## src/core/synth_pkg.sv

```systemverilog
// Package with register map, field layout and timing constants of the synthesizer control block.
package synth_pkg;
  localparam logic [15:0] ADDR_LOCK_CFG_STATUS_CHANNEL_FREQUENCY_WORD_HIGH = 16'hDF10;
  localparam logic [15:0] ADDR_CHANNEL_FREQUENCY_WORD_LOW = 16'hDF11;
  localparam logic [15:0] ADDR_SYNTH_CTRL = 16'hDF18;
  localparam int THR_MSB = 7;
  localparam int THR_LSB = 6;
  localparam int CAL_DONE_BIT = 5;
  localparam int CAL_RUNNING_BIT = 4;
  localparam int LOCK_LENGTH_BIT = 3;
  localparam int LOCK_STATUS_BIT = 2;
  localparam int CHANNEL_FREQUENCY_WORD_HIGH_MSB = 1;
  localparam int SYNTH_ON_BIT = 0;
  localparam int RX_EN_BIT = 1;
  localparam int CAL_START_BIT = 2;
  localparam logic [1:0] THR_RESET = 2'h1;
  localparam logic [1:0] CHANNEL_FREQUENCY_WORD_HIGH_RESET = 2'h1;
  localparam logic [7:0] CHANNEL_FREQUENCY_WORD_LOW_RESET = 8'h65;
  localparam logic [11:0] CHANNEL_FREQUENCY_WORD_BASE = 12'h800;
  localparam logic [11:0] RX_LO_OFFSET = 12'h002;
  localparam logic [2:0] WINDOW_SHORT = 3'h2;
  localparam logic [2:0] WINDOW_LONG = 3'h4;
  localparam logic [9:0] THR_64 = 10'h040;
  localparam logic [9:0] THR_128 = 10'h080;
  localparam logic [9:0] THR_256 = 10'h100;
  localparam logic [9:0] THR_512 = 10'h200;
  localparam int CAL_CYCLES = 16;
  typedef enum logic [1:0] {
    CAL_IDLE = 2'b00,
    CAL_BUSY = 2'b01,
    CAL_DONE = 2'b10
  } cal_state_t;
endpackage

```

## src/core/lock_bus_if.sv

```systemverilog
// Interface carrying lock detector configuration and status between modules.
`timescale 1ns/100ps
`default_nettype none
interface lock_bus_if;
  logic [1:0] threshold_code;
  logic window_long;
  logic enable;
  logic window_pulse;
  logic locked;
  modport ctrl (output threshold_code, output window_long, output enable, input window_pulse,
    input locked);
  modport det (input threshold_code, input window_long, input enable, output window_pulse,
    output locked);
endinterface
`default_nettype wire

```

## src/core/lock_detector.sv

```systemverilog
// Lock detector: sync window pulse generation and consecutive-success counting.
`timescale 1ns/100ps
`default_nettype none
module lock_detector (
  input wire logic clk,
  input wire logic arst_n,
  input wire logic ref_tick,
  input wire logic pre_tick,
  input wire logic window_ok,
  lock_bus_if.det bus
);
  import synth_pkg::*;

  logic [2:0] win_cnt;
  logic [2:0] next_win_cnt;
  logic [9:0] run_cnt;
  logic [9:0] next_run_cnt;
  logic locked_q;
  logic next_locked;
  logic [9:0] thr;

  // Decodes the two-bit threshold code into a period count.
  function automatic logic [9:0] thr_decode(input logic [1:0] code);
    case (code)
      2'b00: thr_decode = THR_64;
      2'b01: thr_decode = THR_128;
      2'b10: thr_decode = THR_256;
      default: thr_decode = THR_512;
    endcase
  endfunction

  // Window opens on each reference tick and lasts 2 or 4 prescaler periods.
  always_comb begin
    thr = thr_decode(bus.threshold_code); // RULE_01
    next_win_cnt = win_cnt;
    if (!bus.enable) begin
      next_win_cnt = 3'h0;
    end else if (ref_tick) begin
      next_win_cnt = bus.window_long ? WINDOW_LONG : WINDOW_SHORT; // RULE_03
    end else if (pre_tick && win_cnt != 3'h0) begin
      next_win_cnt = win_cnt - 3'h1;
    end
    // Any failed window drops the run, so only an unbroken run can reach the threshold.
    next_run_cnt = run_cnt;
    next_locked = locked_q;
    if (!bus.enable) begin
      next_run_cnt = 10'h000;
      next_locked = 1'b0;
    end else if (ref_tick) begin
      if (!window_ok) begin
        next_run_cnt = 10'h000; // RULE_08
        next_locked = 1'b0;
      end else if (run_cnt >= thr - 10'h001) begin
        next_locked = 1'b1; // RULE_01
        next_run_cnt = thr;
      end else begin
        next_run_cnt = run_cnt + 10'h001;
      end
    end
  end

  // State registers.
  always_ff @(posedge clk or negedge arst_n) begin
    if (!arst_n) begin
      win_cnt <= 3'h0;
      run_cnt <= 10'h000;
      locked_q <= 1'b0;
    end else begin
      win_cnt <= next_win_cnt;
      run_cnt <= next_run_cnt;
      locked_q <= next_locked;
    end
  end

  assign bus.window_pulse = (win_cnt != 3'h0);
  assign bus.locked = locked_q;
endmodule
`default_nettype wire

```

## src/core/synth_lock_and_channel_ctrl.sv

```systemverilog
// Synthesizer control: channel word, oscillator dividers, lock and calibration status.
// Operation
// RULE_01: Lock asserts after 64, 128, 256 or 512 good reference periods per code.
// RULE_02: Read-only lock status bit 2 reads 1 while locked, else 0.
// RULE_03: Sync window pulse lasts 2 prescaler periods, or 4 when length set.
// RULE_04: Calibration-done clears at synthesizer power-on, sets when calibration completes.
// RULE_05: Read-only calibration-running bit 4 is 1 only during calibration.
// RULE_06: Transmit carrier is 2048 plus word in MHz; divider is that over four (in receive the code divides the 2 MHz lower oscillator frequency).
// RULE_07: Receive oscillator sits 2 MHz below carrier while receiver enabled.
// RULE_08: A failed sync window restarts the consecutive success count from zero.
`timescale 1ns/100ps
`default_nettype none
module synth_lock_and_channel_ctrl #(
  parameter int CAL_LEN = synth_pkg::CAL_CYCLES
) (
  input wire logic clk,
  input wire logic arst_n,
  input wire logic [15:0] addr,
  input wire logic [7:0] wdata,
  input wire logic wr,
  input wire logic rd,
  output logic [7:0] rdata,
  input wire logic ref_tick,
  input wire logic pre_tick,
  input wire logic window_ok,
  output logic lock_window,
  output logic synth_on,
  output logic receiver_enabled,
  output logic [11:0] osc_channel_frequency_word_mhz,
  output logic [9:0] osc_divide
);
  import synth_pkg::*;

  // Oscillator outputs at reset follow the reset channel word in transmit.
  localparam logic [11:0] CHANNEL_FREQUENCY_WORD_AT_RESET = CHANNEL_FREQUENCY_WORD_BASE + {2'h0, CHANNEL_FREQUENCY_WORD_HIGH_RESET, CHANNEL_FREQUENCY_WORD_LOW_RESET};
  localparam logic [9:0] DIV_AT_RESET = CHANNEL_FREQUENCY_WORD_AT_RESET[11:2];

  lock_bus_if lbus ();

  // Software-visible configuration fields.
  logic [1:0] lock_count_threshold;
  logic lock_length;
  logic [9:0] channel_frequency_word;

  // Next values of the register group.
  logic [7:0] next_rdata;
  logic [1:0] next_thr;
  logic next_len;
  logic [9:0] next_word;
  logic next_on;
  logic next_rx;
  logic cal_req;

  // Calibration sequencer state.
  cal_state_t cal_state;
  cal_state_t next_cal_state;
  logic [15:0] cal_cnt;
  logic [15:0] next_cal_cnt;
  logic cal_done_flag;
  logic next_cal_done_flag;

  // Next values of the oscillator settings and the window output.
  logic [11:0] next_channel_frequency_word;
  logic [9:0] next_div;
  logic next_window;

  // Window timing and run counting live in their own module, fed through the interface.
  lock_detector u_det (
    .clk(clk),
    .arst_n(arst_n),
    .ref_tick(ref_tick),
    .pre_tick(pre_tick),
    .window_ok(window_ok),
    .bus(lbus.det)
  );

  // The detector is held idle, with lock cleared, while the synthesizer is off.
  assign lbus.threshold_code = lock_count_threshold;
  assign lbus.window_long = lock_length;
  assign lbus.enable = synth_on;

  // Register writes and read mux; unmapped addresses read zero and ignore writes.
  always_comb begin
    next_thr = lock_count_threshold;
    next_len = lock_length;
    next_word = channel_frequency_word;
    next_on = synth_on;
    next_rx = receiver_enabled;
    cal_req = 1'b0;
    next_rdata = 8'h00;
    if (wr) begin
      case (addr)
        ADDR_LOCK_CFG_STATUS_CHANNEL_FREQUENCY_WORD_HIGH: begin
          next_thr = wdata[THR_MSB:THR_LSB];
          next_len = wdata[LOCK_LENGTH_BIT];
          next_word[9:8] = wdata[CHANNEL_FREQUENCY_WORD_HIGH_MSB:0];
        end
        ADDR_CHANNEL_FREQUENCY_WORD_LOW: begin
          next_word[7:0] = wdata;
        end
        ADDR_SYNTH_CTRL: begin
          // Calibration start is a pulse; it only counts when the same write sets the synthesizer on bit.
          next_on = wdata[SYNTH_ON_BIT];
          next_rx = wdata[RX_EN_BIT];
          cal_req = wdata[CAL_START_BIT] & wdata[SYNTH_ON_BIT];
        end
        default: begin
          next_on = synth_on;
        end
      endcase
    end
    if (rd) begin
      case (addr)
        ADDR_LOCK_CFG_STATUS_CHANNEL_FREQUENCY_WORD_HIGH: begin
          next_rdata[THR_MSB:THR_LSB] = lock_count_threshold;
          next_rdata[CAL_DONE_BIT] = cal_done_flag;
          next_rdata[CAL_RUNNING_BIT] = (cal_state == CAL_BUSY); // RULE_05
          next_rdata[LOCK_LENGTH_BIT] = lock_length;
          next_rdata[LOCK_STATUS_BIT] = lbus.locked; // RULE_02
          next_rdata[CHANNEL_FREQUENCY_WORD_HIGH_MSB:0] = channel_frequency_word[9:8];
        end
        ADDR_CHANNEL_FREQUENCY_WORD_LOW: begin
          next_rdata = channel_frequency_word[7:0];
        end
        ADDR_SYNTH_CTRL: begin
          next_rdata[SYNTH_ON_BIT] = synth_on;
          next_rdata[RX_EN_BIT] = receiver_enabled;
        end
        default: begin
          next_rdata = 8'h00;
        end
      endcase
    end
  end

  // Calibration sequencer; a power-on edge clears done, completion sets it.
  always_comb begin
    next_cal_state = cal_state;
    next_cal_cnt = cal_cnt;
    next_cal_done_flag = cal_done_flag;
    if (next_on && !synth_on) begin
      next_cal_done_flag = 1'b0; // RULE_04
    end
    case (cal_state)
      CAL_IDLE, CAL_DONE: begin
        if (cal_req) begin
          next_cal_state = CAL_BUSY; // RULE_05
          next_cal_cnt = 16'h0000;
        end
      end
      CAL_BUSY: begin
        // Turning the synthesizer off abandons a calibration; done keeps its value.
        if (!next_on) begin
          next_cal_state = CAL_IDLE;
        end else if (cal_cnt == 16'(CAL_LEN - 1)) begin
          next_cal_state = CAL_DONE;
          next_cal_done_flag = 1'b1; // RULE_04
        end else begin
          next_cal_cnt = cal_cnt + 16'h0001;
        end
      end
      default: begin
        next_cal_state = CAL_IDLE;
      end
    endcase
  end

  // Oscillator frequency: carrier in transmit, 2 MHz lower in receive.
  // The divider follows the frequency actually produced, so receive divides the lower value.
  always_comb begin
    next_channel_frequency_word = CHANNEL_FREQUENCY_WORD_BASE + {2'h0, next_word}; // RULE_06
    if (next_rx) begin
      next_channel_frequency_word = next_channel_frequency_word - RX_LO_OFFSET; // RULE_07
    end
    next_div = next_channel_frequency_word[11:2]; // RULE_06
    next_window = lbus.window_pulse; // RULE_03
  end

  // Register group: configuration fields and read data.
  always_ff @(posedge clk or negedge arst_n) begin
    if (!arst_n) begin
      lock_count_threshold <= THR_RESET;
      lock_length <= 1'b0;
      channel_frequency_word <= {CHANNEL_FREQUENCY_WORD_HIGH_RESET, CHANNEL_FREQUENCY_WORD_LOW_RESET};
      synth_on <= 1'b0;
      receiver_enabled <= 1'b0;
      rdata <= 8'h00;
    end else begin
      lock_count_threshold <= next_thr;
      lock_length <= next_len;
      channel_frequency_word <= next_word;
      synth_on <= next_on;
      receiver_enabled <= next_rx;
      rdata <= next_rdata;
    end
  end

  // Calibration group.
  always_ff @(posedge clk or negedge arst_n) begin
    if (!arst_n) begin
      cal_state <= CAL_IDLE;
      cal_cnt <= 16'h0000;
      cal_done_flag <= 1'b0;
    end else begin
      cal_state <= next_cal_state;
      cal_cnt <= next_cal_cnt;
      cal_done_flag <= next_cal_done_flag;
    end
  end

  // Output group: oscillator settings and window, each straight from a flip-flop.
  always_ff @(posedge clk or negedge arst_n) begin
    if (!arst_n) begin
      osc_channel_frequency_word_mhz <= CHANNEL_FREQUENCY_WORD_AT_RESET;
      osc_divide <= DIV_AT_RESET;
      lock_window <= 1'b0;
    end else begin
      osc_channel_frequency_word_mhz <= next_channel_frequency_word;
      osc_divide <= next_div;
      lock_window <= next_window;
    end
  end
endmodule
`default_nettype wire

```

## config.mk

```make
export PLATFORM = sky130hd
export DESIGN_NAME = synth_lock_and_channel_ctrl
export DESIGN_NICKNAME = d
export VERILOG_FILES = /design/src/core/synth_pkg.sv /design/src/core/lock_bus_if.sv /design/src/core/lock_detector.sv /design/src/core/synth_lock_and_channel_ctrl.sv
export SDC_FILE = /design/constraint.sdc
export NUM_CORES = 1
export LEC_CHECK = 0
export BUFFER_PORTS_ARGS = -buffer_cell sky130_fd_sc_hd__buf_4
export CORE_ASPECT_RATIO = 0.5
export CORE_MARGIN = 10
export CORE_UTILIZATION = 61
export CTS_CLUSTER_DIAMETER = 40
export CTS_CLUSTER_SIZE = 10
export DETAILED_ROUTE_END_ITERATION = 6
export PLACE_DENSITY = 0.95
export SYNTH_ARGS = -nofsm -noshare
export SYNTH_HDL_FRONTEND = slang
export SYNTH_HIERARCHICAL = 1
export SYNTH_SLANG_ARGS = --single-unit
```

## constraint.sdc

```tcl
create_clock -name clk -period 3.45 [get_ports clk]
set_input_delay 0.345 -clock clk [delete_from_list [all_inputs] [get_ports clk]]
set_output_delay 0.345 -clock clk [all_outputs]
set_load 0.01 [all_outputs]
```

==> flow_metrics.tcl <==
set metrics [dict create \
    syn_avg_cell_area_sq_um 9.64 \
    ys_seq_elements 68 \
    cp_num_buf_inv 0 \
    startpoint_type "register" \
    cts_sinks 68 \
    syn_area_sq_um 3770 \
    wire_per_inst_um 17.1 \
    hold_class "input pin to asynchronous set/reset pin" \
    io_buffers 63 \
    fillers 411 \
    path_delay_family "simple AND/OR/NAND/NOR gates" \
    maxCapViolCount 0 \
    cp-end-kind "register" \
    ys_types 64 \
    gp_congestion 0.874 \
    hpwl_mm 6.47 \
    ctsHoldBuffers 0 \
    synth_cells 391 \
    grt_pass1_wl_mm 14.8 \
    boundaryPins 64 \
    drv_slew 0 \
    core_sq_um 6030 \
    async_flop_share 1.00 \
    finish.utilization 0.751 \
    cp.arrival_ns 2.98 \
    setup_violations 0 \
    drive_gt1_frac 0.242 \
    vias 3164 \
    post-place-cells 522 \
    overflow 0 \
    drc 0 \
    yosysWarnings 6 \
    skew_ns 0.00472 \
    reg2reg_setup_slack_ns 0.73 \
    cp.required_ns 3.71 \
    areaGrowthSynthToFinish_pct 20.2 \
    fin_cells 538 \
    chipWidth_um 131 \
    min_period_ns 2.72 \
    cts_resized 0 \
    cts-root-buf "clkbuf_16" \
    synth_flop_cell "dfrtp_1" \
    diodes 0 \
    drtIter0Drc 259 \
    first_pass_iters 5 \
    rsz0062_at_grt "false" \
    die_h_um 75.6 \
    ant_nets 0 \
    h-tree-depth 3 \
    die_area_sq_um 9910 \
    post-route-period-util 0.789 \
    p_per_area_nw_per_um2 404 \
    finalHoldViolations 0 \
    clock_latency_ns 0.34 \
    vdd_drop_max_uv 268 \
    worst_slew_pin_slew_ns 0.830 \
    synth_edf_count 0 \
    synth_seq_area_share 0.455 \
    cp_cell_sequence "ha_1 -> and3_1 -> a41oi_1 -> o211ai_1 -> and2_4 -> or4_1 -> a21boi_1" \
    drt-total-wl_mm 9.19 \
    grt_max_degree 69 \
    fin_ws_ns 0.730 \
    outcome "complete, no violations" \
    critical_path_peak_fanout 14 \
    nets 484 \
    grt_pass1_vias 3064 \
    leakagePower_nw 2.06 \
    cts_buffers 9 \
    rows 20 \
    path_class "register to register" \
    syn-num-nets 430 \
    antenna_found_initial 0 \
    layout_commonest_cell "buf_4" \
    avgViaCountPerCell 5.88 \
    worst_path_max_delay_cell "or4_1" \
    cts_max_path_buffers 2 \
    start_util 0.625 \
    setup-tns-final_ns 0 \
    pre_cts_ws_ns 0.643 \
    fmax_mhz 368 \
    max_slew_margin 0.447 \
    cpPeakStageDelay_ns 0.50 \
    grt_usage 0.188 \
    final_cell_mix "buf_4, dfrtp_1, nand2_1, nor2_1" \
    post_cts_buffers 0 \
    path_clk_slew_ns 0.06 \
    cts_tree "built" \
]
==> cell type report <==
cell class / count / area [sq um] / share of cell area
Tap cell: 88 / 110 / 0.0243
Timing Repair Buffer: 64 / 480 / 0.106
Clock inverter: 3 / 45.0 / 0.00994
Multi-Input combinational cell: 287 / 1850 / 0.409
Inverter: 15 / 56.3 / 0.0124
Clock buffer: 13 / 270 / 0.0597
Sequential cell: 68 / 1720 / 0.379
==> power breakdown <==
group / switching [mW] / internal, mW / leakage [nW]
clock: 0.334 / 0.618 / 0.148
combinational: 0.0446 / 0.0324 / 1.04
sequential: 0.000302 / 0.799 / 0.869
==> final timing paths <==
path                                                                from                                            end  depth (start not counted)
setup / recovery                                  cal_cnt[0]$_DFFE_PN0P_                        cal_cnt[10]$_DFFE_PN0P_                          7
hold / removal                                                    arst_n                             rdata[7]$_DFF_PN0_                          1
setup reg to reg                                  cal_cnt[0]$_DFFE_PN0P_                        cal_cnt[10]$_DFFE_PN0P_                          7
hold reg to reg            osc_channel_frequency_word_mhz[0]$_DFFE_PN1P_  osc_channel_frequency_word_mhz[0]$_DFFE_PN1P_                          2
max in group asynchronous                                         arst_n                         cal_cnt[8]$_DFFE_PN0P_                          1
min in group clk                                                wdata[3]                   lbus.window_long$_DFFE_PN0P_                          2
==> cells by family (layout without fill, tap and decap cells) <==
logic type | after synthesis | in the layout | synth area share
AO/OA/AOI/OAI | 71 | 71 | 0.128
buffers and inverters | 36 | 95 | 0.0531
adder cells (fa/ha/maj) | 8 | 8 | 0.0266
flip-flops | 68 | 68 | 0.455
XOR/XNOR | 17 | 17 | 0.0395
AND/OR/NAND/NOR | 170 | 170 | 0.237
other | 1 | 1 | 0.000995
multiplexers | 20 | 20 | 0.0591
==> per-stage QoR <==
step           hold WS (ns)  instance area (sq um)  power (mW)
2_1_floorplan        0.0494                   3770       0.838
3_3_place_gp          0.462                   4210       0.887
3_5_place_dp          0.466                   4210       0.889
4_1_cts               0.138                   4530        1.84
5_1_grt               0.180                   4530        1.88
6_report              0.102                   4530        1.83
==> synthesized netlist by cell type (all sizes together), types with 8 or more instances <==
cell type  number  area share
buf            17       0.034
o21ai          17       0.023
nand2          48       0.048
ha              8       0.027
xnor2          13       0.030
mux2i          15       0.043
nand4          13       0.022
dfstp          11       0.077
dfrtp          57        0.38
nand2b          9       0.015
a21oi          18       0.025
nor2           32       0.032
nor3           10       0.015
inv            15       0.015
nand3          16       0.024
nor4           10       0.021
==> flip-flops by register name (all words and copies together), names as in the netlist <==
register,flops
osc_channel_frequency_word_mhz,3
lbus.threshold_code,2
cal_done_flag,1
cal_cnt,16
receiver_enabled,1
cal_state,2
u_det/win_cnt,3
lbus.window_long,1
osc_divide,9
u_det/run_cnt,10
rdata,8
lock_window,1
channel_frequency_word,9
u_det/bus.locked,1
synth_on,1
==> metal layers <==
layer	vias up	routed length [um]	track usage
met1	1554	3730	0.203
met2	107	4860	0.346
met4	0	70	0.0532
met3	7	522	0.0724
li1	1496	-	-
met5	-	0	0
(Power assumes the default switching activity.)
